<file path="src/tcc_pkg.sv">
package tcc_pkg;

  // register byte offsets
  localparam int         ADDR_W    = 8;
  localparam logic [7:0] OFF_CMD   = 8'h00;
  localparam logic [7:0] OFF_MODE  = 8'h04;
  localparam logic [7:0] OFF_CNT   = 8'h10;
  localparam logic [7:0] OFF_RA    = 8'h14;
  localparam logic [7:0] OFF_RB    = 8'h18;
  localparam logic [7:0] OFF_RC    = 8'h1C;
  localparam logic [7:0] OFF_STAT  = 8'h20;

  // channel_command bits
  localparam int CMD_EN  = 0;
  localparam int CMD_DIS = 1;
  localparam int CMD_SWT = 2;

  // channel_mode fields (shared positions in both modes)
  localparam int          M_CLKS     = 0;
  localparam int          M_CLOCK_EDGE_INVERT     = 3;
  localparam int          M_BURST    = 4;
  localparam int          M_STOP     = 6;
  localparam int          M_DIS      = 7;
  localparam int          M_EDGE     = 8;
  localparam int          M_LINESEL  = 10;
  localparam int          M_EVSRC    = 10;
  localparam int          M_EVENT_TRIGGER_EN   = 12;
  localparam int          M_RC_COMPARE_TRIGGER_EN   = 14;
  localparam int          M_WAVE     = 15;
  localparam int          M_RA_LOAD_EDGE     = 16;
  localparam int          M_RB_LOAD_EDGE     = 18;
  localparam int          M_LINE_A   = 16;
  localparam int          M_LINE_B   = 24;
  localparam int          EFF_OWN    = 0;
  localparam int          EFF_RC     = 2;
  localparam int          EFF_EV     = 4;
  localparam int          EFF_SW     = 6;
  localparam logic [31:0] MODE_RST   = 32'h0000_0000;

  // status bits
  localparam int STAT_CLKSTA = 16;
  localparam int STAT_LINE_A = 17;
  localparam int STAT_LINE_B = 18;
  localparam int STAT_RUN    = 19;

  // prescaler taps: bit k of a free counter has period 2^(k+1)
  localparam int PRE_W       = 10;
  localparam int DIV2_BIT    = 0;
  localparam int DIV8_BIT    = 2;
  localparam int DIV32_BIT   = 4;
  localparam int DIV128_BIT  = 6;
  localparam int DIV1024_BIT = 9;

  localparam logic [2:0] CLKS_DIV2    = 3'h0;
  localparam logic [2:0] CLKS_DIV8    = 3'h1;
  localparam logic [2:0] CLKS_DIV32   = 3'h2;
  localparam logic [2:0] CLKS_DIV128  = 3'h3;
  localparam logic [2:0] CLKS_DIV1024 = 3'h4;
  localparam logic [2:0] CLKS_XC0     = 3'h5;
  localparam logic [2:0] CLKS_XC1     = 3'h6;
  localparam logic [2:0] CLKS_XC2     = 3'h7;

  localparam logic [1:0] SEL_0 = 2'h0;
  localparam logic [1:0] SEL_1 = 2'h1;
  localparam logic [1:0] SEL_2 = 2'h2;
  localparam logic [1:0] SEL_3 = 2'h3;

  typedef enum logic [1:0] {
    EFF_NONE   = 2'h0,
    EFF_SET    = 2'h1,
    EFF_CLEAR  = 2'h2,
    EFF_TOGGLE = 2'h3
  } tcc_eff_e;

endpackage
</file>
<file path="src/tcc_channel.sv">
`timescale 1ns/10ps
module tcc_channel
#(
  parameter int CNT_W = 16
) (
  input  wire logic                       SYS_CLK_I,
  input  wire logic                       SYS_RST_I,
  input  wire logic [tcc_pkg::ADDR_W-1:0] BUS_ADDR_I,
  input  wire logic [31:0]                BUS_WDATA_I,
  input  wire logic                       BUS_WR_I,
  input  wire logic                       BUS_RD_I,
  output logic      [31:0]                BUS_RDATA_O,
  input  wire logic [2:0]                 EXT_CLK_I,
  input  wire logic                       IO_FIRST_I,
  output logic                            IO_FIRST_O,
  output logic                            IO_FIRST_OE_O,
  input  wire logic                       IO_SECOND_I,
  output logic                            IO_SECOND_O,
  output logic                            IO_SECOND_OE_O
);

  function automatic logic edge_hit(input logic [1:0] sel,
                                    input logic       rise,
                                    input logic       fall);
    logic r;
    r = 1'b0;
    case (sel)
      tcc_pkg::SEL_1: r = rise;
      tcc_pkg::SEL_2: r = fall;
      tcc_pkg::SEL_3: r = rise | fall;
      default:        r = 1'b0;
    endcase
    return r;
  endfunction

  function automatic logic eff_apply(input logic       cur,
                                     input logic [1:0] code);
    logic r;
    r = cur;
    case (code)
      tcc_pkg::EFF_SET:    r = 1'b1;
      tcc_pkg::EFF_CLEAR:  r = 1'b0;
      tcc_pkg::EFF_TOGGLE: r = ~cur;
      default:             r = cur;
    endcase
    return r;
  endfunction

  logic [31:0]             mode_q;
  logic [CNT_W-1:0]        cnt_q;
  logic [CNT_W-1:0]        ra_q;
  logic [CNT_W-1:0]        rb_q;
  logic [CNT_W-1:0]        rc_q;
  logic [CNT_W-1:0]        cnt_nx;
  logic [tcc_pkg::PRE_W-1:0] pre_q;
  logic                    clk_en_q;
  logic                    run_q;
  logic                    sclk_prev_q;
  logic [2:0]              xc_prev_q;
  logic                    ioa_prev_q;
  logic                    iob_prev_q;
  logic [1:0]              line_q;
  logic [1:0]              oe_q;
  logic [31:0]             rdata_q;

  logic       wave;
  logic       wr_cmd;
  logic       swt;
  logic       sclk_src;
  logic       sclk;
  logic       tick;
  logic       inc;
  logic       ioa_rise;
  logic       ioa_fall;
  logic       iob_rise;
  logic       iob_fall;
  logic [2:0] xc_rise;
  logic [2:0] xc_fall;
  logic       trig_rise;
  logic       trig_fall;
  logic       ev_rise;
  logic       ev_fall;
  logic       ev_hit;
  logic       ext_trig;
  logic       ld_a;
  logic       ld_b;
  logic       match_a;
  logic       match_b;
  logic       match_c;
  logic       rc_trig;
  logic       stop_ev;
  logic       dis_ev;
  logic       line_b_out;
  logic [1:0] match_own;

  assign wave   = mode_q[tcc_pkg::M_WAVE];
  assign wr_cmd = BUS_WR_I && (BUS_ADDR_I == tcc_pkg::OFF_CMD);
  assign swt    = wr_cmd && BUS_WDATA_I[tcc_pkg::CMD_SWT];

  // free prescaler; its taps are the divided master clocks
  always_ff @(posedge SYS_CLK_I)
  begin
    if (SYS_RST_I)
      pre_q <= '0;
    else
      pre_q <= pre_q + 1'b1;
  end

  always_comb
  begin
    case (mode_q[tcc_pkg::M_CLKS +: 3])
      tcc_pkg::CLKS_DIV2:    sclk_src = pre_q[tcc_pkg::DIV2_BIT];
      tcc_pkg::CLKS_DIV8:    sclk_src = pre_q[tcc_pkg::DIV8_BIT];
      tcc_pkg::CLKS_DIV32:   sclk_src = pre_q[tcc_pkg::DIV32_BIT];
      tcc_pkg::CLKS_DIV128:  sclk_src = pre_q[tcc_pkg::DIV128_BIT];
      tcc_pkg::CLKS_DIV1024: sclk_src = pre_q[tcc_pkg::DIV1024_BIT];
      tcc_pkg::CLKS_XC0:     sclk_src = EXT_CLK_I[0];
      tcc_pkg::CLKS_XC1:     sclk_src = EXT_CLK_I[1];
      default:               sclk_src = EXT_CLK_I[2];
    endcase
    case (mode_q[tcc_pkg::M_BURST +: 2])
      tcc_pkg::SEL_1: sclk = sclk_src & EXT_CLK_I[0];
      tcc_pkg::SEL_2: sclk = sclk_src & EXT_CLK_I[1];
      tcc_pkg::SEL_3: sclk = sclk_src & EXT_CLK_I[2];
      default:        sclk = sclk_src;
    endcase
  end

  always_ff @(posedge SYS_CLK_I)
  begin
    if (SYS_RST_I)
    begin
      sclk_prev_q <= 1'b0;
      xc_prev_q   <= '0;
      ioa_prev_q  <= 1'b0;
      iob_prev_q  <= 1'b0;
    end
    else
    begin
      sclk_prev_q <= sclk;
      xc_prev_q   <= EXT_CLK_I;
      ioa_prev_q  <= IO_FIRST_I;
      iob_prev_q  <= IO_SECOND_I;
    end
  end

  // counting edge of the selected, gated clock
  assign tick = mode_q[tcc_pkg::M_CLOCK_EDGE_INVERT] ? (sclk_prev_q & ~sclk)
                                        : (~sclk_prev_q & sclk);
  assign inc    = tick & clk_en_q & run_q;
  assign cnt_nx = cnt_q + 1'b1;

  assign ioa_rise = IO_FIRST_I & ~ioa_prev_q;
  assign ioa_fall = ~IO_FIRST_I & ioa_prev_q;
  assign iob_rise = IO_SECOND_I & ~iob_prev_q;
  assign iob_fall = ~IO_SECOND_I & iob_prev_q;
  assign xc_rise  = EXT_CLK_I & ~xc_prev_q;
  assign xc_fall  = ~EXT_CLK_I & xc_prev_q;

  // capture mode trigger line
  assign trig_rise = mode_q[tcc_pkg::M_LINESEL] ? ioa_rise : iob_rise;
  assign trig_fall = mode_q[tcc_pkg::M_LINESEL] ? ioa_fall : iob_fall;

  // waveform mode event source
  always_comb
  begin
    case (mode_q[tcc_pkg::M_EVSRC +: 2])
      tcc_pkg::SEL_1:
      begin
        ev_rise = xc_rise[0];
        ev_fall = xc_fall[0];
      end
      tcc_pkg::SEL_2:
      begin
        ev_rise = xc_rise[1];
        ev_fall = xc_fall[1];
      end
      tcc_pkg::SEL_3:
      begin
        ev_rise = xc_rise[2];
        ev_fall = xc_fall[2];
      end
      default:
      begin
        ev_rise = iob_rise;
        ev_fall = iob_fall;
      end
    endcase
  end

  assign ev_hit = wave &&
                  edge_hit(mode_q[tcc_pkg::M_EDGE +: 2], ev_rise, ev_fall);
  assign ext_trig = wave ? (ev_hit && mode_q[tcc_pkg::M_EVENT_TRIGGER_EN])
                         : edge_hit(mode_q[tcc_pkg::M_EDGE +: 2],
                                    trig_rise, trig_fall);
  assign ld_a = !wave &&
                edge_hit(mode_q[tcc_pkg::M_RA_LOAD_EDGE +: 2], ioa_rise, ioa_fall);
  assign ld_b = !wave &&
                edge_hit(mode_q[tcc_pkg::M_RB_LOAD_EDGE +: 2], ioa_rise, ioa_fall);

  // compares fire on the tick that brings the counter to the value
  assign match_a   = inc && (cnt_nx == ra_q);
  assign match_b   = inc && (cnt_nx == rb_q);
  assign match_c   = inc && (cnt_nx == rc_q);
  assign match_own = {match_b, match_a};
  assign rc_trig   = match_c && mode_q[tcc_pkg::M_RC_COMPARE_TRIGGER_EN];

  assign stop_ev = mode_q[tcc_pkg::M_STOP] &&
                   (wave ? match_c : ld_b);
  assign dis_ev  = mode_q[tcc_pkg::M_DIS] &&
                   (wave ? match_c : ld_b);

  // clock enable: disable command, then disabling events, then enable
  always_ff @(posedge SYS_CLK_I)
  begin
    if (SYS_RST_I)
      clk_en_q <= 1'b0;
    else if (wr_cmd && BUS_WDATA_I[tcc_pkg::CMD_DIS])
      clk_en_q <= 1'b0;
    else if (dis_ev)
      clk_en_q <= 1'b0;
    else if (wr_cmd && BUS_WDATA_I[tcc_pkg::CMD_EN])
      clk_en_q <= 1'b1;
  end

  // run: started by triggers, halted by the stop options
  always_ff @(posedge SYS_CLK_I)
  begin
    if (SYS_RST_I)
      run_q <= 1'b0;
    else if (swt || ext_trig)
      run_q <= 1'b1;
    else if (stop_ev)
      run_q <= 1'b0;
    else if (rc_trig)
      run_q <= 1'b1;
  end

  always_ff @(posedge SYS_CLK_I)
  begin
    if (SYS_RST_I)
      cnt_q <= '0;
    else if (swt || ext_trig || rc_trig)
      cnt_q <= '0;
    else if (inc)
      cnt_q <= cnt_nx;
  end

  always_ff @(posedge SYS_CLK_I)
  begin
    if (SYS_RST_I)
      mode_q <= tcc_pkg::MODE_RST;
    else if (BUS_WR_I && (BUS_ADDR_I == tcc_pkg::OFF_MODE))
      mode_q <= BUS_WDATA_I;
  end

  // A and B capture in capture mode, writable only in waveform mode
  always_ff @(posedge SYS_CLK_I)
  begin
    if (SYS_RST_I)
    begin
      ra_q <= '0;
      rb_q <= '0;
    end
    else
    begin
      if (ld_a)
        ra_q <= cnt_q;
      else if (wave && BUS_WR_I && (BUS_ADDR_I == tcc_pkg::OFF_RA))
        ra_q <= BUS_WDATA_I[CNT_W-1:0];
      if (ld_b)
        rb_q <= cnt_q;
      else if (wave && BUS_WR_I && (BUS_ADDR_I == tcc_pkg::OFF_RB))
        rb_q <= BUS_WDATA_I[CNT_W-1:0];
    end
  end

  always_ff @(posedge SYS_CLK_I)
  begin
    if (SYS_RST_I)
      rc_q <= '0;
    else if (BUS_WR_I && (BUS_ADDR_I == tcc_pkg::OFF_RC))
      rc_q <= BUS_WDATA_I[CNT_W-1:0];
  end

  // second line drives only when the event is not taken from it
  assign line_b_out = wave &&
                      (mode_q[tcc_pkg::M_EVSRC +: 2] != tcc_pkg::SEL_0);

  // output lines: only the highest-priority coinciding event acts
  for (genvar i = 0; i < 2; i++)
  begin : g_line
    localparam int BASE = (i == 0) ? tcc_pkg::M_LINE_A : tcc_pkg::M_LINE_B;
    always_ff @(posedge SYS_CLK_I)
    begin
      if (SYS_RST_I)
      begin
        line_q[i] <= 1'b0;
        oe_q[i]   <= 1'b0;
      end
      else
      begin
        oe_q[i] <= (i == 0) ? wave : line_b_out;
        if (!wave)
          line_q[i] <= line_q[i];
        else if (swt)
          line_q[i] <= eff_apply(line_q[i],
                                 mode_q[BASE + tcc_pkg::EFF_SW +: 2]);
        else if (ev_hit)
          line_q[i] <= eff_apply(line_q[i],
                                 mode_q[BASE + tcc_pkg::EFF_EV +: 2]);
        else if (match_c)
          line_q[i] <= eff_apply(line_q[i],
                                 mode_q[BASE + tcc_pkg::EFF_RC +: 2]);
        else if (match_own[i])
          line_q[i] <= eff_apply(line_q[i],
                                 mode_q[BASE + tcc_pkg::EFF_OWN +: 2]);
      end
    end
  end

  assign IO_FIRST_O     = line_q[0];
  assign IO_SECOND_O    = line_q[1];
  assign IO_FIRST_OE_O  = oe_q[0];
  assign IO_SECOND_OE_O = oe_q[1];

  // read data stands only in the cycle after the read strobe
  always_ff @(posedge SYS_CLK_I)
  begin
    if (SYS_RST_I || !BUS_RD_I)
      rdata_q <= '0;
    else
    begin
      rdata_q <= '0;
      case (BUS_ADDR_I)
        tcc_pkg::OFF_MODE: rdata_q <= mode_q;
        tcc_pkg::OFF_CNT:  rdata_q[CNT_W-1:0] <= cnt_q;
        tcc_pkg::OFF_RA:   rdata_q[CNT_W-1:0] <= ra_q;
        tcc_pkg::OFF_RB:   rdata_q[CNT_W-1:0] <= rb_q;
        tcc_pkg::OFF_RC:   rdata_q[CNT_W-1:0] <= rc_q;
        tcc_pkg::OFF_STAT:
        begin
          rdata_q[tcc_pkg::STAT_CLKSTA] <= clk_en_q;
          rdata_q[tcc_pkg::STAT_LINE_A] <= IO_FIRST_I;
          rdata_q[tcc_pkg::STAT_LINE_B] <= IO_SECOND_I;
          rdata_q[tcc_pkg::STAT_RUN]    <= run_q;
        end
        default:           rdata_q <= '0;
      endcase
    end
  end

  assign BUS_RDATA_O = rdata_q;
endmodule

</file>
<file path="config.mk">
export PLATFORM = sky130hd
export DESIGN_NAME = tcc_channel
export DESIGN_NICKNAME = d
export VERILOG_FILES = /design/src/tcc_pkg.sv /design/src/tcc_channel.sv
export SDC_FILE = /design/constraint.sdc
export NUM_CORES = 1
export LEC_CHECK = 0
export BUFFER_PORTS_ARGS = -buffer_cell sky130_fd_sc_hd__clkbuf_2
export CAP_MARGIN = 20
export CORE_UTILIZATION = 35
export DETAILED_ROUTE_END_ITERATION = 12
export GPL_TIMING_DRIVEN = 0
export PLACE_DENSITY = 0.56
export SLEW_MARGIN = 20
export SYNTH_ARGS = -nofsm -noshare
export SYNTH_HDL_FRONTEND = slang
export SYNTH_SLANG_ARGS = --single-unit
</file>
<file path="constraint.sdc">
create_clock -name SYS_CLK_I -period 4.47 [get_ports SYS_CLK_I]
set_input_delay 0.2235 -clock SYS_CLK_I [delete_from_list [all_inputs] [get_ports SYS_CLK_I]]
set_output_delay 0.2235 -clock SYS_CLK_I [all_outputs]
set_load 0.05 [all_outputs]
</file>
; Yosys cells after proc, flatten, opt, wreduce, memory -nomap -nowiden
; Cells that the tools add are included.
[totals]
ff_bits = 150
[classes]
add_sub_neg = 2
n_eq_ne = 54
mux = 38
bitwise_logic = 27
n_reduce_logical = 40
[op_table]
columns = op, n
row1 = 16-bit case mux with 5 select lines, 1
row2 = 16-bit two-way mux, 4
row3 = 16-bit equality test, 3
row4 = 1-bit case mux with 3 select lines, 15
row5 = "2-bit equality test, second input constant", 22
row6 = "8-bit by 5-bit equality test with 1-bit output, second input constant", 4
row7 = "2-bit by 1-bit equality test with 1-bit output, second input constant", 11
row8 = 1-bit logical AND, 20
row9 = "16-bit by 1-bit adder with 16-bit output, second input constant", 1
row10 = 1-bit two-way mux, 16
row11 = "6-bit by 3-bit != test with 1-bit output, second input constant", 2
row12 = 6-bit AND reduction, 2
row13 = 6-bit nonzero test, 2
row14 = 1-bit AND, 11
row15 = "10-bit by 1-bit adder with 10-bit output, second input constant", 1
row16 = "5-bit by 2-bit != test with 1-bit output, second input constant", 2
row17 = "3-bit equality test, second input constant", 3
row18 = 1-bit NOT, 9
row19 = "8-bit by 3-bit equality test with 1-bit output, second input constant", 1
row20 = "8-bit by 6-bit equality test with 1-bit output, second input constant", 1
row21 = 8-bit zero test, 1
row22 = "4-bit by 1-bit != test with 1-bit output, second input constant", 2
row23 = 4-bit case mux with 2 select lines, 1
row24 = 4-bit nonzero test, 2
row25 = 13 further kinds, 24

; Longest topological paths before layout
; Gate-level depths: netlist of run 1.
[depth]
depth_word = 14
depth_mapped = 11
mapped_depth_nobuf = 10

; Worst setup path after synthesis of run 1
; OpenSTA, ideal clock, no wires.
[synth_path]
path_type = reg2reg
startpoint = register cnt_q[0]
endpoint = register line_q[0], in the netlist IO_FIRST_O
setup_ns = 0.079
t_arrival_ns = 2.878
required_ns = 4.391
setup_slack_ns = 1.513
stages_incl_launch_ff = 12
n_path_buf = 1
synth_period_minus_slack_ns = 2.957
path_cell_list = dfxtp_1 ha_1 buf_4 nand4_2 nor4_1 xnor2_1 nand2_1 or4b_1 nor4_1 a21boi_1 o211a_1 a211oi_2
[synth_via]
elab_chain_len = 6
[synth_lines]
columns = item, line_no
row1 = "start, declared", tcc_channel.sv:50  ; logic [CNT_W-1:0] cnt_q;
row2 = "start signal, assigned", tcc_channel.sv:246  ; cnt_q <= cnt_nx;
row3 = 16-bit by 1-bit adder with 16-bit output (*), tcc_channel.sv:151  ; assign cnt_nx = cnt_q + 1'b1;
row4 = branches (longest 5 deep; another with 16-bit equality test), --
row5 = "end signal, assigned by index", tcc_channel.sv:307  ; line_q[i] <= eff_apply(line_q[i],
row6 = "end signal, assigned by index", tcc_channel.sv:310  ; line_q[i] <= eff_apply(line_q[i],
row7 = "end signal, assigned by index", tcc_channel.sv:313  ; line_q[i] <= eff_apply(line_q[i],
row8 = "end, declared", tcc_channel.sv:62  ; logic [1:0] line_q;
; Every way passes the cells marked *.
; A chain may end at the register's enable or synchronous reset.

; Worst setup path in the final report of run 1
[layout_path]
startpoint = register cnt_q[0]
endpoint = register cnt_q[12]
[layout_via]
elab_chain_len = 6
[layout_lines]
columns = item, line_no
row1 = 16-bit by 1-bit adder with 16-bit output (*), tcc_channel.sv:151
row2 = 16-bit equality test, tcc_channel.sv:204  ; assign match_c = inc && (cnt_nx == rc_q);
row3 = 1-bit logical AND, tcc_channel.sv:204
row4 = 1-bit logical AND, tcc_channel.sv:206  ; assign rc_trig = match_c && mode_q[tcc_pkg::M_RC_COMPARE_TRIGGER_EN];
row5 = 1-bit logical OR, tcc_channel.sv:243  ; else if (swt || ext_trig || rc_trig)
row6 = 2-bit OR reduction (no source line), --
; Mark *: on every way between the ends. The rest lies on a longest branch, timed or not.

==> impl_results.md, run 1 <==
* Register area at 0.00300 mm^2
* Multi-input logic area at 0.00490 mm^2
* Fin Setup TNS at 0 ps
* Initial drt markers at 734
* Critical Path End: cnt_q[12]
* Fillers at 2404
* Width of the die at 156 um
* Non-filler instance count after layout at 1423
* Crit. End Element: register
* Fmax achieved at 244 MHz
* Root Driver: clkbuf_16
* Post-synthesis register bit count at 150
* Gpl congestion at 0.920
* HPWL after detailed placement at 21900 um
* Fin crit share at 91.5%
* DR vias at 7846
* Post_cts resized at 0
* Worst R2R End: cnt_q[12]
* Clock Sinks at 150
* Max Cap Violations at 0
* Post-route antenna net violation count at 0
* Crit-path max FO at 10
* Post-CTS Hold Fix Bufs at 4
* R2r startpoint: cnt_q[0]
* Crit path DAT at 4420 ps
* Final Hold Fails at 0
* Count of pins over their slew limit at 0
* Htree depth at 4
* GR Util All Layers at 24.1%
* Post-CTS Setup Bufs at 0
* Worst Setup SP: cnt_q[0]
* Post-synthesis sequential area ratio at 36.2%
* VDD IR max at 0.201 mV
* Clock Path Buffers at 2
* Pwr Density at 306 mW/mm^2
* Yosys warnings at 0
* Largest net degree at the start of global routing at 17
* Clock Latency Late Sink at 440 ps
* Count of input and output buffers at 84
* Mapped Area at 0.00829 mm^2
* Avg Vias per Cell at 5.51
* Reg2Reg Depth at 11
* Vias in the first global route at 7539
* Die area at 0.0243 mm^2
* DP Area at 0.00910 mm^2
* EDFF count, synth at 0
* Post-DR wirelength/cell at 20.2 um
* Placed cell count at 1387
* Setup-failing EPs final at 0
* Syn_nets at 1057
* DRC at 0
* Row Count at 55
* Status: finished, final reports clean
* Ys async rst share at 0%
* CTS tree: yes
* Pre-CTS WS at 412 ps
* Initial antenna violation count at 0
* Min-delay worst type: in2reg
* RSZ-0062 raised after global routing: false
* Grt total ovfl at 0
* Synth-to-layout area growth at 17.6%
* CTS clk-pin slew, worst paths at 70 ps
* Primary FF master, synth: dfxtp_1
* CTS buffer count at 17
* Rel. slew slack at 34.0%
* Slew at the pin closest to its max-slew limit at 982 ps
* Post-layout min period at 4090 ps
* R2r setup slk at 380 ps
* Die extent in y at 156 um
* Core footprint at 0.0229 mm^2
* Final Cell Area at 0.00975 mm^2
* Pre-antenna DRT Iters at 6
* Global-route wire length before repair at 44500 um
* Starting density of the core at 36.2%
* Clock skew at 9.14 ps
* Inserted Diodes at 0
* Required @ worst endpoint at 4790 ps
* Setup ws final at 379 ps
* Cell leakage power at 3.84 nW
* Nets at 1164
* Cells after synthesis at 990
* Io pins at 85
* Share of layout cells above drive strength 1 at 15.2%
* Final WL at 28800 um
* Worst setup SP type: register
* Average size of a mapped cell at 8.38 um^2
* Setup CP Type: reg2reg
* Number of library cell types mapped by synthesis at 77
-- routing by layer --
| layer | vias up | share of wire, % | track usage (%) |
|---|---|---|---|
| li1 | 3751 | - | - |
| met1 | 3777 | 47 | 34.1 |
| met2 | 273 | 44 | 36.8 |
| met3 | 45 | 6.6 | 4.22 |
| met4 | 0 | 2.7 | 8.31 |
| met5 | - | 0 | 0 |
-- critical path, cell delays in order, from the launching register on --
cell and delay [ps]:
dfxtp_1 440, ha_1 180, buf_4 160, nand4_2 270
nor4_1 830, mux2i_1 370, nand3_1 160, nor4_4 310
nand3_2 300, o21ai_2 540, buf_2 330, nor2_1 70
-- cell usage after synthesis (all sizes together) (5+ instances only) --
| cell type | instances | share of area, % |
|---|---|---|
| dfxtp | 150 | 36 |
| nand2 | 141 | 6.4 |
| nor2 | 104 | 4.7 |
| a21oi | 71 | 4.3 |
| clkbuf | 48 | 2.2 |
| xor2 | 40 | 4.3 |
| mux2i | 38 | 4.6 |
| a211oi | 34 | 3.1 |
| xnor2 | 32 | 3.4 |
| inv | 28 | 1.3 |
| nand3 | 27 | 2.0 |
| a22o | 20 | 2.1 |
| and3 | 20 | 1.5 |
| buf | 20 | 1.3 |
| a222oi | 18 | 2.2 |
| ha | 18 | 2.7 |
| mux2 | 17 | 2.3 |
| o21ai | 15 | 0.95 |
| nor4 | 11 | 1.4 |
| nor3 | 10 | 0.66 |
| a31oi | 9 | 0.68 |
| nor2b | 9 | 0.68 |
| nand2b | 8 | 0.60 |
| nand4 | 8 | 0.68 |
| nor3b | 8 | 0.72 |
| or3 | 8 | 0.60 |
| and2 | 7 | 0.53 |
| o211ai | 6 | 0.54 |
| and4 | 5 | 0.53 |
-- layout make-up --
cell class,instances,area share [%]
multi-input combinational,744,50.2
sequential,150,30.8
timing repair buffer,88,4.72
clock buffer,17,4.36
tap,313,4.01
buffer,68,2.95
clock inverter,15,1.90
inverter,28,1.08
-- state kept, by name, summed over array words and instances (netlist names), 3 cells and up --
name         cells
rb_q            16
mode_q          32
xc_prev_q        3
pre_q           10
BUS_RDATA_O     32
rc_q            16
cnt_q           16
ra_q            16
-- cell families after synthesis --
kind of cell / count (synthesis) / share of synthesized area (%)
DFF: 150 / 36.2
and+or+nand+nor: 382 / 22.5
xor gates and xnor gates: 73 / 7.98
muxes: 57 / 7.44
buffers and inverters: 96 / 4.74
adders and majority gates: 18 / 2.72
AOI/OAI and AO/OA: 214 / 18.4
-- worst min-delay path by stage --
| stage | slack, ps | from | cells after the start | endpoint |
|---|---|---|---|---|
| 3_5_place_dp | 460 | BUS_WDATA_I[20] | 3 | mode_q[20] |
| 2_1_floorplan | 320 | BUS_WDATA_I[1] | 1 | clk_en_q |
| 4_1_cts | 2 | BUS_WDATA_I[18] | 3 | mode_q[18] |
| 5_1_grt | 10 | BUS_WDATA_I[18] | 3 | mode_q[18] |
| 6_report | 7 | BUS_WDATA_I[18] | 3 | mode_q[18] |
| 3_3_place_gp | 440 | pre_q[0] | 1 | pre_q[0] |
-- placed cells by master (no fill, tap or decap), drive strengths merged, types with 3 or more instances in the layout --
master,synthesis,layout
a2111oi,4,4
a211oi,34,34
a21oi,71,71
a222oi,18,18
a22o,20,20
a31oi,9,9
and2,7,7
and3,20,20
and4,5,5
buf,20,20
clkbuf,48,149
clkinv,0,5
dfxtp,150,150
dlygate4sd3,0,4
ha,18,18
inv,28,36
mux2,17,17
mux2i,38,38
nand2,141,141
nand2b,8,8
nand3,27,27
nand3b,4,4
nand4,8,8
nor2,104,104
nor2b,9,9
nor3,10,10
nor3b,8,8
nor4,11,11
o211a,3,3
o211ai,6,6
o21ai,15,15
o31ai,3,3
or3,8,8
or4,4,4
xnor2,32,32
xor2,40,40
-- stage by stage --
stage                     hold slack [ps]  power [mW]  utilization (%)
final                                7.31        2.99             42.6
after global routing                 11.5        3.07             42.6
after CTS                            1.94        3.00             42.6
after detailed placement              456        1.49             39.7
after global placement                444        1.49             39.7
after floorplan                       325        1.43                -
-- where the power goes --
part	total [mW]	switching, mW	internal, mW
clock network	1.52	0.674	0.849
logic	0.116	0.0774	0.0387
registers	1.35	0.00438	1.34
Note: power is estimated with default switching activity, not from simulation.
==> run 2: changes to the inputs <==
- CORE_UTILIZATION: 35 -> 28
- PLACE_DENSITY: 0.56 -> 0.48
==> run 2 against run 1 <==
Net effect: global-route usage shrank 4.4 points; critical path type unchanged; hold slack gained 4.4 ps; largest cell class unchanged; critical path depth is the same; cell area grew 0.24%.
==> impl_results.md, run 2 (same netlist as run 1, synthesis figures left out) <==
* Status: finished, final reports clean
* Clock Latency Late Sink at 430 ps (about the same)
* Inserted Diodes at 0 (unchanged)
* Worst setup SP type: register
* GR Util All Layers at 19.8% (-4.4 points)
* Post-route antenna net violation count at 0 (unchanged)
* RSZ-0062 raised after global routing: false
* Post-CTS Hold Fix Bufs at 0 (-4)
* Min-delay worst type: in2reg
* Synth-to-layout area growth at 17.9%
* Avg Vias per Cell at 5.20 (-5.7%)
* Pwr Density at 296 mW/mm^2 (-3.3%)
* Non-filler instance count after layout at 1490 (+4.7%)
* CTS tree: yes
* VDD IR max at 0.281 mV (+40%)
* Share of layout cells above drive strength 1 at 15.5% (+0.24 points)
* HPWL after detailed placement at 23100 um (+5.3%)
* Required @ worst endpoint at 4790 ps (about the same)
* Global-route wire length before repair at 45700 um (+2.7%)
* Final WL at 29800 um (+3.4%)
* Width of the die at 174 um (+12%)
* Count of pins over their slew limit at 0 (unchanged)
* Crit. End Element: register
* Final Hold Slack at 11.7 ps (+4.41 ps)
* Commonest non-fill, non-tap cell in the layout: dfxtp_1
* Max incr delay on CP at 750 ps (-80 ps)
* Row Count at 62 (+13%)
* Clock Path Buffers at 2 (unchanged)
* Slew at the pin closest to its max-slew limit at 947 ps (-34.1 ps)
* Placed cell count at 1458 (+5.1%)
* Post-DR wirelength/cell at 20.0 um (-1.3%)
* Rel. slew slack at 35.2% (+1.2 points)
* Cell leakage power at 3.79 nW (-1.2%)
* Die extent in y at 174 um (+12%)
* CTS clk-pin slew, worst paths at 70 ps (about the same)
* Initial antenna violation count at 0 (unchanged)
* Fillers at 3093 (+29%)
* Gpl congestion at 0.880 (-4.4%)
* Nets at 1160 (-0.34%)
* Slowest stage cell on the critical path: a2111oi_0
* Final Hold Fails at 0 (unchanged)
* Cell family with most CP delay: simple AND/OR/NAND/NOR gates
* Post-layout min period at 4070 ps (-20.4 ps)
* Fin Setup TNS at 0 ps (unchanged)
* Clock skew at 10.6 ps (+1.42 ps)
* Total power at 2.89 mW (-3.1%)
* CTS buffer count at 17 (unchanged)
* Setup-failing EPs final at 0 (unchanged)
* Root Driver: clkbuf_16
* Leading cell types in the layout, fill and taps excluded: dfxtp_1, nand2_1, nor2_1
* Die area at 0.0303 mm^2 (+25%)
* Clock Sinks at 150 (unchanged)
* DR vias at 7746 (-1.3%)
* Pre-antenna DRT Iters at 6 (unchanged)
* Core footprint at 0.0289 mm^2 (+26%)
* Crit path DAT at 4400 ps (-20 ps)
* Fin crit share at 91.1% (-0.46 points)
* Largest net degree at the start of global routing at 17 (unchanged)
* Count of input and output buffers at 84 (unchanged)
* Worst path cell trace: ha_1 > buf_4 > nand4_2 > nor4_2 > xnor2_1 > nand2_1 > a2111oi_0 > a32oi_1 > nor3b_1 > a21oi_1 > o211a_1
* Setup CP Type: reg2reg
* Grt total ovfl at 0 (unchanged)
* Fmax achieved at 246 MHz (+0.50%)
* Htree depth at 4 (unchanged)
* Initial drt markers at 865 (+18%)
* Vias in the first global route at 7416 (-1.6%)
* DRC at 0 (unchanged)
* Crit-path max FO at 10 (unchanged)
* Io pins at 85 (unchanged)
* Buf+Inv Stages, Crit Path at 1 (-1)
* Starting density of the core at 28.7% (-7.5 points)
* Max Cap Violations at 0 (unchanged)
==> run 2: cell types whose count changed in the layout (fill, tap and decap cells not counted) <==
cell	delta
clkinv_4	-1
clkbuf_8	+1
bufinv_16	-2
nor4_1	-2
dlygate4sd3_1	-4
clkinvlp_4	+3
nor4_2	+2
clkinv_2	-1
==> run 2: worst register-to-register path: cells and delay by family (launching register included) <==
kind / cells / cell delay [ps]
AOI/OAI and AO/OA: 4 / 1470
DFF: 1 / 440
xor gates and xnor gates: 1 / 190
adders and majority gates: 1 / 190
buffers and inverters: 1 / 170
and+or+nand+nor: 4 / 1510
==> run 2: stage by stage <==
step	instance area (um^2)	setup slack, ps	util [%]
after detailed placement	9190	187	31.8
after CTS	9770	155	33.7
after global placement	9190	178	31.8
after floorplan	8290	1510	-
after global routing	9780	249	33.8
final	9780	399	33.8
==> run 2: timing repair <==
item | 4_1_cts | 5_1_grt
hold endpoints to repair | 0 | 0
buffers inserted | 0 | 0
setup endpoints to repair | 0 | 10
gates resized for setup | 0 | 1
==> run 2: worst paths after layout <==
kind,start,endpoint,slack (ps),depth (start not counted)
worst min-delay path,BUS_WDATA_I[16],mode_q[16],10,3
worst max register to register,cnt_q[0],IO_SECOND_O,400,11
worst max-delay path,cnt_q[0],IO_SECOND_O,400,11
worst min register to register,pre_q[0],pre_q[0],470,1
==> run 2: layout make-up <==
class	instances	area [um^2]	share of cell area, %
repair buffers	84	420	4.30
flip-flops and latches	150	3000	30.7
inverters	28	105	1.07
well taps	384	480	4.91
clock buffers	18	439	4.49
multi-input cells	744	4910	50.2
plain buffers	68	288	2.94
clock inverters	14	134	1.37
==> run 2: where the power goes <==
group          total [mW]  leakage (nW)  internal [mW]  switching [mW]
sequential           1.35          1.21           1.34         0.00424
combinational       0.115          2.31         0.0365          0.0786
clock                1.43         0.273          0.752           0.680
total                2.89          3.79           2.13           0.763
==> run 2: per-layer routing <==
layer	up-vias	GRT usage (%)	routed length, um
met1	3732	28.1	14600
met5	-	0	0
met3	17	2.84	1430
met4	0	3.95	252
met2	258	31.7	13500
li1	3739	-	-
